`src/sbt_pkg.sv`:
```
// Constants and types shared by the sixteen-bit capture and compare timer
package sbt_pkg;

	// ==========================================================
	// Register byte addresses
	localparam logic [7:0] ADDR_CTRL      = 8'h00;
	localparam logic [7:0] ADDR_STATUS    = 8'h04;
	localparam logic [7:0] ADDR_CAP1_HIGH = 8'h08;
	localparam logic [7:0] ADDR_CAP1_LOW  = 8'h0C;
	localparam logic [7:0] ADDR_CMP1_HIGH = 8'h10;
	localparam logic [7:0] ADDR_CMP1_LOW  = 8'h14;
	localparam logic [7:0] ADDR_CNT_HIGH  = 8'h18;
	localparam logic [7:0] ADDR_CNT_LOW   = 8'h1C;
	localparam logic [7:0] ADDR_ALT_HIGH  = 8'h20;
	localparam logic [7:0] ADDR_ALT_LOW   = 8'h24;
	localparam logic [7:0] ADDR_CAP2_HIGH = 8'h28;
	localparam logic [7:0] ADDR_CAP2_LOW  = 8'h2C;
	localparam logic [7:0] ADDR_CMP2_HIGH = 8'h30;
	localparam logic [7:0] ADDR_CMP2_LOW  = 8'h34;

	// ==========================================================
	// Status layout: flags occupy bits 7..3, freeze is bit 2
	localparam int BIT_FREEZE = 2;
	localparam int FLAG_LSB   = 3;
	localparam int FLG_CMP2   = 0;
	localparam int FLG_CAP2   = 1;
	localparam int FLG_OVF    = 2;
	localparam int FLG_CMP1   = 3;
	localparam int FLG_CAP1   = 4;

	// ==========================================================
	// Reset values and counter limits
	localparam logic [15:0] CNT_RESET = 16'hFFFC;
	localparam logic [15:0] CNT_MAX   = 16'hFFFF;
	localparam logic [15:0] CMP_RESET = 16'h8000;
	localparam logic [15:0] CAP_RESET = 16'h0000;
	localparam int          DIV_WIDTH = 3;

	// ==========================================================
	// Prescaler source selection
	typedef enum logic [1:0] {
		SEL_DIV4 = 2'b00,
		SEL_DIV2 = 2'b01,
		SEL_DIV8 = 2'b10,
		SEL_EXT  = 2'b11
	} sbt_clksel_type;

	// Control register, bit 13 down to bit 0
	typedef struct packed {
		logic           opm;
		logic           pwm;
		logic           cap2_rise;
		logic           cap1_rise;
		logic           out2_en;
		logic           out1_en;
		logic           level2;
		logic           level1;
		logic           ovf_ie;
		logic           cap_ie;
		logic           cmp_ie;
		logic           ext_rise;
		sbt_clksel_type clk_sel;
	} sbt_ctrl_type;

	localparam sbt_ctrl_type CTRL_RESET = '0;

	// Edge detector shared by capture inputs and the external tick
	function automatic logic sbt_edge(input logic cur, input logic prev, input logic rise);
		return rise ? (cur & ~prev) : (~cur & prev);
	endfunction : sbt_edge

endpackage : sbt_pkg

```
`src/sbt_timer.sv`:
```
// Sixteen-bit capture and compare timer with an APB register slave
// ==========================================================
`timescale 1ns/100ps
`default_nettype none
module sbt_timer #(
	parameter logic [2:0] INPUT_BONDED = 3'b111
) (
	input  wire logic        pclk,
	input  wire logic        presetn,
	input  wire logic        psel,
	input  wire logic        penable,
	input  wire logic        pwrite,
	input  wire logic [7:0]  paddr,
	input  wire logic [31:0] pwdata,
	output logic      [31:0] prdata,
	output logic             pready,
	output logic             pslverr,
	input  wire logic        capture_input_one,
	input  wire logic        capture_input_two,
	input  wire logic        external_tick_input,
	output logic             compare_output_one,
	output logic             compare_output_one_oe,
	output logic             compare_output_two,
	output logic             compare_output_two_oe,
	output logic             irq_compare,
	output logic             irq_capture,
	output logic             irq_overflow
);

	sbt_pkg::sbt_ctrl_type ctrl;
	logic                  timer_freeze;
	logic [15:0]           count;
	logic [15:0]           next_count;
	logic [15:0]           compare_one_value;
	logic [15:0]           compare_two_value;
	logic [15:0]           capture_one_value;
	logic [15:0]           capture_two_value;
	logic [4:0]            flags;
	logic [4:0]            armed;
	logic [4:0]            flag_set;
	logic [4:0]            low_acc;
	logic [4:0]            flag_clr;
	logic [2:0]            pin_meta;
	logic [2:0]            pin_sync;
	logic [2:0]            pin_seen;
	logic [2:0]            pin_prev;
	logic                  tick;
	logic                  raw_tick;
	logic                  setup;
	logic                  done;
	logic                  wr_done;
	logic                  mapped;
	logic [7:0]            rd_byte;
	logic                  cap1_evt;
	logic                  cap2_evt;
	logic                  cmp1_hit;
	logic                  cmp2_hit;
	logic                  ovf_evt;
	logic                  restart;
	logic                  cnt_low_wr;
	logic                  status_rd;
	logic                  lvl1;
	logic                  lvl2;

	function automatic logic sbt_hit(input logic d, input logic [7:0] a, input logic [7:0] b);
		return d && (a == b);
	endfunction : sbt_hit

	// ==========================================================
	// Pin synchronisers; only the second stage is read
	always_ff @(posedge pclk or negedge presetn) begin
		if (!presetn) begin
			pin_meta <= 3'h7;
			pin_sync <= 3'h7;
			pin_prev <= 3'h7;
		end else begin
			pin_meta <= {external_tick_input, capture_input_two, capture_input_one};
			pin_sync <= pin_meta;
			pin_prev <= pin_seen;
		end
	end

	assign pin_seen = pin_sync | ~INPUT_BONDED;
	assign cap1_evt = sbt_pkg::sbt_edge(pin_seen[0], pin_prev[0], ctrl.cap1_rise);
	assign cap2_evt = sbt_pkg::sbt_edge(pin_seen[1], pin_prev[1], ctrl.cap2_rise);

	// ==========================================================
	// Prescaler
	sbt_prescaler u_prescaler (
		.pclk      (pclk),
		.presetn   (presetn),
		.freeze    (timer_freeze),
		.clk_sel   (ctrl.clk_sel),
		.ext_rise  (ctrl.ext_rise),
		.ext_level (pin_seen[2]),
		.tick      (raw_tick)
	);

	// A tick launched just before freeze was set must not move the counter
	assign tick = raw_tick & ~timer_freeze;

	// ==========================================================
	// APB handshake: data is prepared in setup, so access ends in one cycle
	assign setup   = psel & ~penable;
	assign done    = psel & penable & pready;
	assign wr_done = done & pwrite;

	always_ff @(posedge pclk or negedge presetn) begin
		if (!presetn) begin
			pready  <= 1'b0;
			pslverr <= 1'b0;
			prdata  <= 32'h0000_0000;
		end else begin
			pready  <= setup;
			pslverr <= setup & ~mapped;
			prdata  <= (setup & ~pwrite) ? {24'h00_0000, rd_byte} : 32'h0000_0000;
		end
	end

	// Read mux; reserved status bits read as zero
	always_comb begin
		mapped  = 1'b1;
		rd_byte = 8'h00;
		case (paddr)
			sbt_pkg::ADDR_CTRL:      rd_byte = ctrl[7:0];
			sbt_pkg::ADDR_STATUS:    rd_byte = {flags, timer_freeze, 2'b00};
			sbt_pkg::ADDR_CAP1_HIGH: rd_byte = capture_one_value[15:8];
			sbt_pkg::ADDR_CAP1_LOW:  rd_byte = capture_one_value[7:0];
			sbt_pkg::ADDR_CMP1_HIGH: rd_byte = compare_one_value[15:8];
			sbt_pkg::ADDR_CMP1_LOW:  rd_byte = compare_one_value[7:0];
			sbt_pkg::ADDR_CNT_HIGH,
			sbt_pkg::ADDR_ALT_HIGH:  rd_byte = count[15:8];
			sbt_pkg::ADDR_CNT_LOW,
			sbt_pkg::ADDR_ALT_LOW:   rd_byte = count[7:0];
			sbt_pkg::ADDR_CAP2_HIGH: rd_byte = capture_two_value[15:8];
			sbt_pkg::ADDR_CAP2_LOW:  rd_byte = capture_two_value[7:0];
			sbt_pkg::ADDR_CMP2_HIGH: rd_byte = compare_two_value[15:8];
			sbt_pkg::ADDR_CMP2_LOW:  rd_byte = compare_two_value[7:0];
			default:                 mapped  = 1'b0;
		endcase
		if (paddr == sbt_pkg::ADDR_CTRL) begin
			rd_byte = ctrl[7:0];
		end
	end

	// ==========================================================
	// Control and compare registers; writable whether frozen or not
	always_ff @(posedge pclk or negedge presetn) begin
		if (!presetn) begin
			ctrl              <= sbt_pkg::CTRL_RESET;
			timer_freeze      <= 1'b0;
			compare_one_value <= sbt_pkg::CMP_RESET;
			compare_two_value <= sbt_pkg::CMP_RESET;
		end else if (wr_done) begin
			case (paddr)
				sbt_pkg::ADDR_CTRL:      ctrl <= sbt_pkg::sbt_ctrl_type'(pwdata[13:0]);
				sbt_pkg::ADDR_STATUS:    timer_freeze <= pwdata[sbt_pkg::BIT_FREEZE];
				sbt_pkg::ADDR_CMP1_HIGH: compare_one_value[15:8] <= pwdata[7:0];
				sbt_pkg::ADDR_CMP1_LOW:  compare_one_value[7:0]  <= pwdata[7:0];
				sbt_pkg::ADDR_CMP2_HIGH: compare_two_value[15:8] <= pwdata[7:0];
				sbt_pkg::ADDR_CMP2_LOW:  compare_two_value[7:0]  <= pwdata[7:0];
				default: ;
			endcase
		end
	end

	// ==========================================================
	// Counter; a write to its low byte restarts it even while frozen
	assign next_count = count + 16'h0001;
	assign cnt_low_wr = sbt_hit(wr_done, paddr, sbt_pkg::ADDR_CNT_LOW);
	assign cmp1_hit   = tick & (next_count == compare_one_value);
	assign cmp2_hit   = tick & (next_count == compare_two_value);
	assign restart    = (ctrl.pwm & cmp2_hit) | (ctrl.opm & cap1_evt & ~timer_freeze);
	assign ovf_evt    = tick & (count == sbt_pkg::CNT_MAX) & ~restart & ~cnt_low_wr;

	// Fixed reset value keeps separate instances counting in step
	always_ff @(posedge pclk or negedge presetn) begin
		if (!presetn) begin
			count <= sbt_pkg::CNT_RESET;
		end else if (cnt_low_wr || restart) begin
			count <= sbt_pkg::CNT_RESET;
		end else if (tick) begin
			count <= next_count;
		end
	end

	// Capture registers take the live count, high byte in the high half
	always_ff @(posedge pclk or negedge presetn) begin
		if (!presetn) begin
			capture_one_value <= sbt_pkg::CAP_RESET;
			capture_two_value <= sbt_pkg::CAP_RESET;
		end else begin
			if (cap1_evt) begin
				capture_one_value <= count;
			end
			if (cap2_evt) begin
				capture_two_value <= count;
			end
		end
	end

	// ==========================================================
	// Flags: set beats clear; clear needs an earlier status read
	assign flag_set  = {cap1_evt, cmp1_hit, ovf_evt, cap2_evt, cmp2_hit};
	assign status_rd = done & ~pwrite & (paddr == sbt_pkg::ADDR_STATUS);
	assign low_acc   = {sbt_hit(done, paddr, sbt_pkg::ADDR_CAP1_LOW),
	                    sbt_hit(done, paddr, sbt_pkg::ADDR_CMP1_LOW),
	                    sbt_hit(done, paddr, sbt_pkg::ADDR_CNT_LOW),
	                    sbt_hit(done, paddr, sbt_pkg::ADDR_CAP2_LOW),
	                    sbt_hit(done, paddr, sbt_pkg::ADDR_CMP2_LOW)};
	assign flag_clr  = low_acc & armed;

	always_ff @(posedge pclk or negedge presetn) begin
		if (!presetn) begin
			flags <= 5'h00;
		end else begin
			flags <= (flags & ~flag_clr) | flag_set;
		end
	end

	// Arm only the flags that the status read actually returned
	always_ff @(posedge pclk or negedge presetn) begin
		if (!presetn) begin
			armed <= 5'h00;
		end else if (status_rd) begin
			armed <= prdata[7:sbt_pkg::FLAG_LSB];
		end else begin
			armed <= armed & ~low_acc;
		end
	end

	// ==========================================================
	// Output levels for normal, PWM and one pulse modes
	always_ff @(posedge pclk or negedge presetn) begin
		if (!presetn) begin
			lvl1 <= 1'b0;
			lvl2 <= 1'b0;
		end else if (ctrl.pwm) begin
			if (cmp1_hit) begin
				lvl1 <= ctrl.level2;
			end
			if (cmp2_hit) begin
				lvl1 <= ctrl.level1;
			end
		end else if (ctrl.opm) begin
			if (cap1_evt && !timer_freeze) begin
				lvl1 <= ctrl.level1;
			end
			if (cmp1_hit) begin
				lvl1 <= ctrl.level2;
			end
		end else begin
			if (cmp1_hit) begin
				lvl1 <= ctrl.level1;
			end
			if (cmp2_hit) begin
				lvl2 <= ctrl.level2;
			end
		end
	end

	// Pins go quiet while frozen to save power
	always_ff @(posedge pclk or negedge presetn) begin
		if (!presetn) begin
			compare_output_one    <= 1'b0;
			compare_output_one_oe <= 1'b0;
			compare_output_two    <= 1'b0;
			compare_output_two_oe <= 1'b0;
		end else begin
			compare_output_one    <= lvl1 & ~timer_freeze;
			compare_output_one_oe <= ctrl.out1_en & ~timer_freeze;
			compare_output_two    <= lvl2 & ~timer_freeze & ~ctrl.pwm;
			compare_output_two_oe <= ctrl.out2_en & ~timer_freeze & ~ctrl.pwm;
		end
	end

	// ==========================================================
	// Interrupt requests follow flag and enable, one cycle late
	always_ff @(posedge pclk or negedge presetn) begin
		if (!presetn) begin
			irq_compare  <= 1'b0;
			irq_capture  <= 1'b0;
			irq_overflow <= 1'b0;
		end else begin
			irq_compare  <= ctrl.cmp_ie & (flags[sbt_pkg::FLG_CMP1] | flags[sbt_pkg::FLG_CMP2]);
			irq_capture  <= ctrl.cap_ie & (flags[sbt_pkg::FLG_CAP1] | flags[sbt_pkg::FLG_CAP2]);
			irq_overflow <= ctrl.ovf_ie & flags[sbt_pkg::FLG_OVF];
		end
	end
endmodule : sbt_timer
`default_nettype wire

```
`src/sbt_prescaler.sv`:
```
// Prescaler producing one-cycle counter ticks for the timer
`timescale 1ns/100ps
`default_nettype none
module sbt_prescaler (
	input  wire logic                    pclk,
	input  wire logic                    presetn,
	input  wire logic                    freeze,
	input  wire sbt_pkg::sbt_clksel_type clk_sel,
	input  wire logic                    ext_rise,
	input  wire logic                    ext_level,
	output logic                         tick
);

	logic [sbt_pkg::DIV_WIDTH-1:0] div;
	logic                          ext_prev;
	logic                          next_tick;

	// ==========================================================
	// Divider, held while frozen so the phase survives a freeze
	always_ff @(posedge pclk or negedge presetn) begin
		if (!presetn) begin
			div <= '0;
		end else if (!freeze) begin
			div <= div + 3'h1;
		end
	end

	// External level history for edge detection
	always_ff @(posedge pclk or negedge presetn) begin
		if (!presetn) begin
			ext_prev <= 1'b1;
		end else begin
			ext_prev <= ext_level;
		end
	end

	// Tick select; an external source slower than a quarter of pclk never loses edges
	always_comb begin
		case (clk_sel)
			sbt_pkg::SEL_DIV2: next_tick = div[0];
			sbt_pkg::SEL_DIV4: next_tick = &div[1:0];
			sbt_pkg::SEL_DIV8: next_tick = &div;
			sbt_pkg::SEL_EXT:  next_tick = sbt_pkg::sbt_edge(ext_level, ext_prev, ext_rise);
			default:           next_tick = 1'b0;
		endcase
	end

	// Registered tick; nothing counts while frozen
	always_ff @(posedge pclk or negedge presetn) begin
		if (!presetn) begin
			tick <= 1'b0;
		end else begin
			tick <= next_tick & ~freeze;
		end
	end

endmodule : sbt_prescaler
`default_nettype wire

```
`config.mk`:
```
export PLATFORM = sky130hd
export DESIGN_NAME = sbt_timer
export DESIGN_NICKNAME = d
export VERILOG_FILES = /design/src/sbt_pkg.sv /design/src/sbt_timer.sv /design/src/sbt_prescaler.sv
export SDC_FILE = /design/constraint.sdc
export NUM_CORES = 1
export LEC_CHECK = 0
export BUFFER_PORTS_ARGS = -buffer_cell sky130_fd_sc_hd__clkbuf_2
export CELL_PAD_IN_SITES_DETAIL_PLACEMENT = 1
export CELL_PAD_IN_SITES_GLOBAL_PLACEMENT = 1
export CORE_ASPECT_RATIO = 1.4
export CORE_UTILIZATION = 50
export DETAILED_ROUTE_END_ITERATION = 8
export HOLD_SLACK_MARGIN = 0.12
export PLACE_DENSITY = 0.87
export SYNTH_ARGS = -nofsm -noshare
export SYNTH_HDL_FRONTEND = slang
export SYNTH_SLANG_ARGS = --single-unit
```
`constraint.sdc`:
```
create_clock -name pclk -period 4.4 [get_ports pclk]
set_input_delay 0.22 -clock pclk [delete_from_list [all_inputs] [get_ports pclk]]
set_output_delay 0.22 -clock pclk [all_outputs]
set_load 0.005 [all_outputs]
```
==> metrics.cfg, run 1 <==
[yosys]
yosys_most_used_dff=dfrtp_1
syn_area_um2=7405
synth_area_per_cell_um2=11.05
synthCells=670
ys_seq_elements=137
synthArstFlopShare_pct=100.0
synth.distinct_cells=67
yosysWarnings=0
yosysSeqAreaShare_pct=46.72
synth-edff-count=0

[run_status]
status=finished clean

[clocking]
postCtsResizedCells=0
cts_tree=done
cts.sinks=137
cts.path.max_buffers=2
htreeDepth=4
numCtsBuffers=17
clk_latency_ns=0.45
cts_root_buf=clkbuf_16
clk_pin_slew_worst_paths_ns=0.07

[floorplanning]
core_region_area_um2=14440
die_h_um=146.0
die_w_um=104.9
pin_count=89
dieArea_um2=15310
initial_core_util_pct=51.26
placement_rows=52

[setup_path]
cp.arrival_ns=4.16
max_stage_delay_ns=0.63
startpoint_type=flip-flop
cp_data_required_time_ns=4.71
slowest_stage=dfrtp_1
r2r_start=count[0]$_DFFE_PN0P_
crit_family=simple AND/OR/NAND/NOR gates
cp_num_buf_inv=0
critPathCaptureType=flip-flop
path_max_fanout=14
r2r_cells=9
regToRegEndpoint=lvl1$_DFFE_PN0P_
cpMostUsedCell=nor3_1
cp_cell_sequence=ha_1, nand3_4, nor3_1, nor2_1, a2111oi_0, nand4_1, nor3_1, mux2_2, mux2_1
critPathKind=reg -> reg
rrSetupSlack_ns=0.54

[placed_design]
io_buffers=46
dp_hpwl_um=15410
dp_slack_ns=0.8427
gp_congestion=0.9410

[power]
leakage_uw=0.003696
internal_power_uw=2949
p_per_area_nw_per_um2=545.2
switchingPower_uw=1635
power_frac_comb_pct=22.9
swShare_pct=35.67
clkPwrFrac_pct=32.8
seqPwrFrac_pct=44.3
ir_worst_vdd_v=0.0002677

[final_layout]
drive_gt1_share_pct=30.04
area_delta_synth_final_pct=13.55
n_antenna_cell=0
fill_cells=1543
nets=767

[sta]
finalHoldViolCount=0
fin_ws_ns=0.5431
setup_viol=0
finClkSkew_ns=0.01597
relSlewSlack_pct=33.89
period_minus_slack_ns=3.857
drv_slew=0
worst_pin_slew_ns=0.9916
rsz0062_at_grt=no
fin_crit_sh_pct=87.66
tns_ns=0
clock.fmax_ghz=0.2593

[global_route]
grt_overflow=0
grt_first_pass_wirelength_um=40010
grt_pass1_vias=6680
grt_antenna_before_repair=0
track_usage_pct=35.37
grt_max_degree=105

[detailed_routing]
drt_iter0_drc=527
firstDrtPassIters=5
route.detailed.drc=0
wl_um=25390
antenna_left=0
vias=5998
wl_per_cell_um=27.65
vias_per_cell=6.534

[hold_path]
hp-start=pwdata[1]
whs_path_depth=2
hp-class=in -> reg
hold_end=compare_two_value[9]$_DFFE_PN0P_

[run]
cap_viol_max_count=0

metrics by stage:
stage / cells / utilization [%] / cell area (um2) / total power [uW] / hold slack [ns]
floorplan: 693 / - / 7491 / 2624 / -0.07559
detailed placement: 872 / 53.05 / 7662 / 2950 / 0.3097
CTS: 917 / 58.14 / 8398 / 4503 / 0.1205
finish: 918 / 58.21 / 8408 / 4584 / 0.1324
global placement: 872 / 53.05 / 7662 / 2836 / 0.3077
global route: 918 / 58.21 / 8408 / 4728 / 0.1261
layout by cell type (no fill, tap or decap), types with 17 or more instances in the layout:
master     count
dfrtp_1      112
mux2_2        86
nand2_1       53
clkbuf_2      45
nor2_1        39
xnor2_1       32
dfstp_2       25
mux2i_1       24
conb_1        24
a21oi_1       19
o21ai_0       18
clkbuf_16     17
cell families after synthesis:
family / synth area share, %
muxes: 16.98
buffers and inverters: 5.441
adders and majority gates: 0.5070
and+or+nand+nor: 14.92
xor gates and xnor gates: 6.539
DFF: 46.72
AOI/OAI and AO/OA: 8.838
other: 0.05064
how the worst max path moves through the flow:
stage                                 endpoint  slack, ns  cells past startpoint                 start
after CTS                     lvl1$_DFFE_PN0P_       0.69                      9  count[1]$_DFFE_PN0P_
after floorplan               lvl1$_DFFE_PN0P_       1.57                     10  count[1]$_DFFE_PN0P_
after global routing      count[3]$_DFFE_PN1P_       0.50                      9  count[0]$_DFFE_PN0P_
after global placement        lvl1$_DFFE_PN0P_       1.05                      9  count[0]$_DFFE_PN0P_
after detailed placement      lvl1$_DFFE_PN0P_       0.84                      9  count[0]$_DFFE_PN0P_
final                         lvl1$_DFFE_PN0P_       0.54                      9  count[0]$_DFFE_PN0P_
power by group through the flow:
stage / clock, uW / combinational, uW / sequential (uW)
2_1_floorplan: 0 / 951 / 1670
4_1_cts: 1490 / 1020 / 1990
3_3_place_gp: 0 / 884 / 1950
6_report: 1500 / 1050 / 2030
5_1_grt: 1550 / 1130 / 2050
3_5_place_dp: 0 / 958 / 1990
cell usage after synthesis, types with 7 or more instances:
master    number  area [um2]
mux2i_1       24       240.2
buf_4         27       202.7
xor2_1        13       113.9
nor2_1        39       146.4
mux2_2        86       968.4
a21oi_1       20       100.1
nand2_1       53       198.9
o21ai_0       18       90.09
xnor2_1       32       280.3
nor3_1        16       80.08
buf_2         10       50.05
o22ai_1        7       43.79
nor2b_1       13       81.33
dfrtp_1      112        2803
nor3b_1        7       52.55
nand4_1       13       81.33
nand3_1       16       80.08
a221oi_1      12       105.1
dfstp_2       25       656.9
clkbuf_1      22       82.58
cell type report:
cell class / instances / area (um2) / area share [%]
Inverter: 4 / 15.01 / 0.1786
Sequential cell: 137 / 3460 / 41.15
Multi-Input combinational cell: 485 / 3632 / 43.20
Clock inverter: 12 / 138.9 / 1.652
Timing Repair Buffer: 71 / 459.2 / 5.461
Clock buffer: 20 / 466.7 / 5.551
Tap cell: 189 / 236.5 / 2.813
routing by layer:
metal  wire length, um  GRT usage (%)  share of wire (%)  vias to the layer above
met1              9000          38.43                 35                     3024
met4              1988          25.63                7.8                        0
met5                 0              0                  0                        -
li1                  -              -                  -                     2443
met2             12910          59.40                 51                      372
met3              1493          9.315                5.9                      159
flip-flops by register name, indices dropped and copies added (netlist names), 2 cells and up:
register,flops
capture_one_value,16
count,16
flags,5
ctrl,14
pin_prev,2
compare_two_value,16
pin_seen,3
prdata,8
pin_meta,3
u_prescaler.div,3
compare_one_value,16
armed,5
capture_two_value,16
worst register-to-register path, delay by kind of cell, from the launching register on:
kind,cells,cell delay (ns)
AOI/OAI and AO/OA,1,0.37
muxes,2,0.76
DFF,1,0.63
and+or+nand+nor,5,1.59
adders and majority gates,1,0.39
repair_timing:
| action | 4_1_cts | 5_1_grt |
|---|---|---|
| buffers inserted | 0 | 0 |
| hold endpoints to repair | 105 | 1 |
| hold buffers | 13 | 1 |
| setup endpoints to repair | 0 | 0 |
Power figures use the tool's default switching activity.
==> run 2, diff against run 1 <==
--- a/config.mk
+++ b/config.mk
@@ -13,6 +13,7 @@
 export DETAILED_ROUTE_END_ITERATION = 8
 export HOLD_SLACK_MARGIN = 0.12
 export PLACE_DENSITY = 0.87
+export REMOVE_ABC_BUFFERS = 1
 export SYNTH_ARGS = -nofsm -noshare
 export SYNTH_HDL_FRONTEND = slang
 export SYNTH_SLANG_ARGS = --single-unit
==> metrics.cfg, run 2 (synthesized netlist as in run 1, its figures left out) <==
[run_status]
status=finished clean  ; unchanged

[sta]
drv_slew=0  ; unchanged
clock.fmax_ghz=0.2783  ; was 0.2593 GHz
finClkSkew_ns=0.01135  ; was 0.01597 ns
period_minus_slack_ns=3.593  ; was 3.857 ns
finalHoldViolCount=0  ; unchanged
setup_viol=0  ; unchanged
rsz0062_at_grt=no  ; unchanged
fin_crit_sh_pct=81.66  ; was 87.66%
worst_pin_slew_ns=1.050  ; was 0.9916 ns
relSlewSlack_pct=29.75  ; was 33.89%
tns_ns=0  ; unchanged

[clocking]
htreeDepth=4  ; unchanged
clk_pin_slew_worst_paths_ns=0.06  ; was 0.07 ns
cts.path.max_buffers=2  ; unchanged
numCtsBuffers=17  ; unchanged
postCtsResizedCells=0  ; unchanged
cts_root_buf=clkbuf_16  ; unchanged
cts_tree=done  ; unchanged
cts.sinks=137  ; unchanged
clk_latency_ns=0.44  ; was 0.45 ns

[power]
swShare_pct=34.23  ; was 35.67%
power_frac_comb_pct=22.2  ; was 22.9%
ir_worst_vdd_v=0.0002546  ; was 0.0002677 V
clkPwrFrac_pct=33.2  ; was 32.8%
switchingPower_uw=1521  ; was 1635 uW
seqPwrFrac_pct=44.7  ; was 44.3%
internal_power_uw=2922  ; was 2949 uW
leakage_uw=0.003695  ; was 0.003696 uW
p_per_area_nw_per_um2=527.4  ; was 545.2 nW/um2

[global_route]
grt_antenna_before_repair=0  ; unchanged
grt_first_pass_wirelength_um=36430  ; was 40,010 um
grt_pass1_vias=6274  ; was 6,680
grt_overflow=0  ; unchanged
met3_usage_pct=4.837  ; was 9.315%
top_usage_layer=met2  ; unchanged
track_usage_pct=31.82  ; was 35.37%
grt_max_degree=93  ; was 105
gr-usage-met1_pct=36.68  ; was 38.43%
use_met2_pct=53.25  ; was 59.40%

[floorplanning]
pin_count=89  ; unchanged
placement_rows=52  ; unchanged
core_region_area_um2=14440  ; unchanged
dieArea_um2=15310  ; unchanged
die_w_um=104.9  ; unchanged
initial_core_util_pct=51.26  ; unchanged
die_h_um=146.0  ; unchanged

[final_layout]
nets=769  ; was 767
n_antenna_cell=0  ; unchanged
area_delta_synth_final_pct=13.75  ; was 13.55%
drive_gt1_share_pct=29.82  ; was 30.04%
fin_util_pct=58.32  ; was 58.21%
instances_no_fill=920  ; was 918
layout_common_cells=dfrtp_1, mux2_2, nand2_1  ; unchanged
design_area_um2=8423  ; was 8408 um2
final_common_cell=dfrtp_1  ; unchanged

[detailed_routing]
drt_iter0_drc=504  ; was 527
firstDrtPassIters=5  ; unchanged
route.detailed.drc=0  ; unchanged
vias=5717  ; was 5,998
wl_um=22590  ; was 25,390 um
antenna_left=0  ; unchanged
vias_per_cell=6.214  ; was 6.534
wl_per_cell_um=24.55  ; was 27.65 um

[setup_path]
startpoint_type=flip-flop  ; unchanged
critPathCaptureType=flip-flop  ; unchanged
cp.arrival_ns=3.92  ; was 4.16 ns
path_max_fanout=17  ; was 14
critPathKind=reg -> reg  ; unchanged
cp_data_required_time_ns=4.72  ; was 4.71 ns

[placed_design]
io_buffers=46  ; unchanged
gp_congestion=0.9638  ; was 0.9410
dp_hpwl_um=15460  ; was 15,410 um
dpl_cell_area_um2=7655  ; was 7662 um2
placedCellCount=871  ; was 872

[run]
cap_viol_max_count=0  ; unchanged

[hold_path]
hp-class=in -> reg  ; unchanged

run 2: cell count changes in the layout (fill, tap and decap cells not counted):
cell,previous run,this run
buf_4,11,10
clkbuf_8,3,1
clkinv_2,2,1
clkinvlp_4,3,4
dlygate4sd3_1,14,17
inv_6,3,5
run 2: path summary, 6_finish.rpt:
path	cells after the start	slack (ns)	start	endpoint
worst min-delay path	2	0.14	pwdata[4]	compare_one_value[12]$_DFFE_PN0P_
worst min register to register	0	0.36	pin_meta[2]$_DFF_PN1_	pin_seen[2]$_DFF_PN1_
min in group asynchronous	2	0.42	presetn	capture_one_value[13]$_DFFE_PN0P_
worst max-delay path	9	0.81	count[0]$_DFFE_PN0P_	flags[2]$_DFF_PN0_
worst max register to register	9	0.81	count[0]$_DFFE_PN0P_	flags[2]$_DFF_PN0_
max in group asynchronous	3	2.85	presetn	lvl1$_DFFE_PN0P_
run 2: area by class of cell:
| class | instances | area (um2) |
|---|---|---|
| clock buffers | 18 | 439.2 |
| fillers | 1541 | 6021 |
| clock inverters | 14 | 158.9 |
| inverters | 4 | 15.01 |
| well taps | 189 | 236.5 |
| multi-input cells | 485 | 3632 |
| flip-flops and latches | 137 | 3460 |
| repair buffers | 73 | 481.7 |
run 2: power groups by stage:
| stage | logic (uW) | registers [uW] | clock network [uW] |
|---|---|---|---|
| 6_report | 984 | 1980 | 1470 |
| 5_1_grt | 1060 | 2020 | 1540 |
| 4_1_cts | 976 | 1970 | 1480 |
| 3_5_place_dp | 945 | 1990 | 0 |
| 3_3_place_gp | 884 | 1950 | 0 |
| 2_1_floorplan | 709 | 1820 | 0 |
run 2: timing repair:
action                     in CTS  in global routing
buffers inserted                0                  0
hold endpoints to repair       96                  0
hold buffers                   17                  0
setup endpoints to repair       0                  0
run 2: worst max-delay path, stage by stage, from the launching register on:
cell and delay (ns):
dfrtp_1 0.61, ha_1 0.37, and3_1 0.36, nand2_2 0.15, nor2_1 0.31, xnor2_1 0.16
a2111oi_0 0.52, nand4_1 0.23, and3_1 0.48, a22o_1 0.28
run 2: per-stage QoR:
step	hold WS [ns]	setup slack [ns]	total power (uW)
3_5_place_dp	0.3097	0.9487	2933
6_report	0.1398	0.8068	4442
3_3_place_gp	0.3073	1.098	2833
4_1_cts	0.1380	0.8909	4419
5_1_grt	0.1661	0.6559	4619
2_1_floorplan	-0.07559	1.535	2531
run 2: layer usage:
layer  up-vias  share of wire [%]
li1       2458                  -
met1      2895                 37
met2       267                 51
met3        97                5.4
met4         0                6.9
met5         -                  0
==> run 3, diff against run 2 <==
--- a/config.mk
+++ b/config.mk
@@ -9,10 +9,10 @@
 export CELL_PAD_IN_SITES_DETAIL_PLACEMENT = 1
 export CELL_PAD_IN_SITES_GLOBAL_PLACEMENT = 1
 export CORE_ASPECT_RATIO = 1.4
-export CORE_UTILIZATION = 50
+export CORE_UTILIZATION = 42
 export DETAILED_ROUTE_END_ITERATION = 8
 export HOLD_SLACK_MARGIN = 0.12
-export PLACE_DENSITY = 0.87
+export PLACE_DENSITY = 0.78
 export REMOVE_ABC_BUFFERS = 1
 export SYNTH_ARGS = -nofsm -noshare
 export SYNTH_HDL_FRONTEND = slang
==> constraint.sdc (replaced) <==
create_clock -name pclk -period 3.3 [get_ports pclk]
set_input_delay 0.165 -clock pclk [delete_from_list [all_inputs] [get_ports pclk]]
set_output_delay 0.165 -clock pclk [all_outputs]
set_load 0.005 [all_outputs]
==> metrics.cfg, run 3 (synthesized netlist as in run 1, its figures left out) <==
[setup_path]
path_max_fanout=14  ; was 17
slowest_stage=or4b_1  ; was dfrtp_1
startpoint_type=flip-flop  ; unchanged
cp_data_required_time_ns=3.61  ; was 4.72 ns
max_stage_delay_ns=0.57  ; was 0.61 ns
cp.arrival_ns=3.54  ; was 3.92 ns
critPathCaptureType=flip-flop  ; unchanged
cp_cell_sequence=ha_1, nand3_4, nor3_1, xnor2_1, xor2_1, nand4_1, or4b_1, nand3_1, mux2_1  ; was ha_1, and3_1, nand2_2, nor2_1, xnor2_1, a2111oi_0, nand4_1, and3_1, a22o_1
critPathKind=reg -> reg  ; unchanged

[detailed_routing]
wl_per_cell_um=23.40  ; was 24.55 um
antenna_left=0  ; unchanged
vias=5717  ; unchanged
vias_per_cell=5.752  ; was 6.214
firstDrtPassIters=4  ; was 5
wl_um=23260  ; was 22,590 um
drt_iter0_drc=360  ; was 504
route.detailed.drc=0  ; unchanged

[final_layout]
nets=796  ; was 769
n_antenna_cell=0  ; unchanged
area_delta_synth_final_pct=17.62  ; was 13.75%
instances_no_fill=994  ; was 920
drive_gt1_share_pct=32.59  ; was 29.82%
multiInputGateArea_um2=3650  ; was 3632 um2
final_common_cell=dfrtp_1  ; unchanged
seq_area_um2=3460  ; unchanged
design_area_um2=8710  ; was 8423 um2
fill_cells=1884  ; was 1,541
layout_common_cells=dfrtp_1, mux2_2, nand2_1  ; unchanged

[power]
internal_power_uw=3952  ; was 2922 uW
seqPwrFrac_pct=41.8  ; was 44.7%
switchingPower_uw=2048  ; was 1521 uW
swShare_pct=34.14  ; was 34.23%
leakage_uw=0.003837  ; was 0.003695 uW
p_per_area_nw_per_um2=688.9  ; was 527.4 nW/um2
power_uw=6000  ; was 4442 uW
clkPwrFrac_pct=32.2  ; was 33.2%
power_frac_comb_pct=26.0  ; was 22.2%
ir_worst_vdd_v=0.0004176  ; was 0.0002546 V

[run_status]
status=finished clean  ; unchanged

[sta]
worst_pin_slew_ns=0.9432  ; was 1.050 ns
finClkSkew_ns=0.009034  ; was 0.01135 ns
rsz0062_at_grt=no  ; unchanged
finalHoldViolCount=0  ; unchanged
fin_crit_sh_pct=97.99  ; was 81.66%
tns_ns=0  ; unchanged
relSlewSlack_pct=37.12  ; was 29.75%
clock.fmax_ghz=0.3093  ; was 0.2783 GHz
drv_slew=0  ; unchanged
setup_viol=0  ; unchanged
whs_ns=0.1265  ; was 0.1398 ns
period_minus_slack_ns=3.234  ; was 3.593 ns

[global_route]
grt_overflow=0  ; unchanged
grt_antenna_before_repair=0  ; unchanged
track_usage_pct=26.96  ; was 31.82%
grt_pass1_vias=6352  ; was 6,274
grt_first_pass_wirelength_um=36560  ; was 36,430 um
grt_max_degree=97  ; was 93

[clocking]
clk_latency_ns=0.43  ; was 0.44 ns
cts.sinks=137  ; unchanged
htreeDepth=4  ; unchanged
cts.path.max_buffers=2  ; unchanged
clk_pin_slew_worst_paths_ns=0.06  ; about the same
numCtsBuffers=17  ; unchanged
cts_root_buf=clkbuf_16  ; unchanged
cts_tree=done  ; unchanged

[floorplanning]
die_h_um=159.1  ; was 146.0 um
initial_core_util_pct=42.73  ; was 51.26%
dieArea_um2=18170  ; was 15,310 um2
core_region_area_um2=17330  ; was 14,440 um2
die_w_um=114.2  ; was 104.9 um
placement_rows=57  ; was 52
pin_count=89  ; unchanged

[placed_design]
dpl_cell_area_um2=7921  ; was 7655 um2
dp_hpwl_um=16090  ; was 15,460 um
gp_congestion=0.8890  ; was 0.9638
placedCellCount=944  ; was 871
io_buffers=46  ; unchanged

[run]
cap_viol_max_count=0  ; unchanged

[hold_path]
hp-class=in -> reg  ; unchanged

[run 3: what timing repair did]
| item | in CTS | in global routing |
|---|---|---|
| setup buffers | 0 | 0 |
| hold endpoints to repair | 111 | 0 |
| setup endpoints to repair | 1 | 1 |
| gates resized for setup | 1 | 2 |
| hold buffers | 18 | 0 |
[run 3: metal layers]
metal | vias to the layer above | global-route usage [%] | wire length (um)
met2 | 188 | 47.77 | 12400
met5 | - | 0 | 0
li1 | 2500 | - | -
met4 | 0 | 16.53 | 1140
met1 | 2960 | 29.84 | 8570
met3 | 69 | 4.225 | 1155
[run 3: layout make-up]
type	count	area share [%]
multi-input combinational	485	41.90
sequential	137	39.72
timing repair buffer	100	8.030
clock buffer	17	4.884
tap	236	3.390
clock inverter	15	1.896
inverter	4	0.1724
[run 3: worst paths after layout]
path                       slack (ns)             startpoint  cells past startpoint                               end
setup / recovery                 0.07   count[1]$_DFFE_PN0P_                      9                  lvl1$_DFFE_PN0P_
max in group asynchronous        2.03                presetn                      3              count[9]$_DFFE_PN1P_
min in group asynchronous        0.40                presetn                      2    u_prescaler.div[1]$_DFFE_PN0N_
hold reg to reg                  0.36  pin_meta[0]$_DFF_PN1_                      0             pin_seen[0]$_DFF_PN1_
setup reg to reg                 0.07   count[1]$_DFFE_PN0P_                      9                  lvl1$_DFFE_PN0P_
hold / removal                   0.13              pwdata[6]                      2  compare_one_value[6]$_DFFE_PN0P_
[run 3: critical path, delay by kind of cell, from the launching register on]
family / cells / cell delay (ns)
simple gates: 5 / 1.49
xor+xnor: 2 / 0.58
flops: 1 / 0.38
fa+ha+maj: 1 / 0.35
mux: 1 / 0.32
[run 3: power groups by stage]
stage	combinational [uW]	sequential [uW]	clock, uW
after CTS	1550	2490	1950
final	1560	2510	1930
after floorplan	946	2430	0
after detailed placement	1490	2510	0
after global routing	1680	2550	2000
after global placement	1420	2460	0
[run 3: through the flow]
step / util [%] / setup WS, ns
after floorplan: - / 0.4353
after global placement: 45.71 / 0.1895
after detailed placement: 45.71 / 0.03262
after CTS: 50.18 / 0.04219
after global routing: 50.26 / 0.009799
final: 50.26 / 0.06641
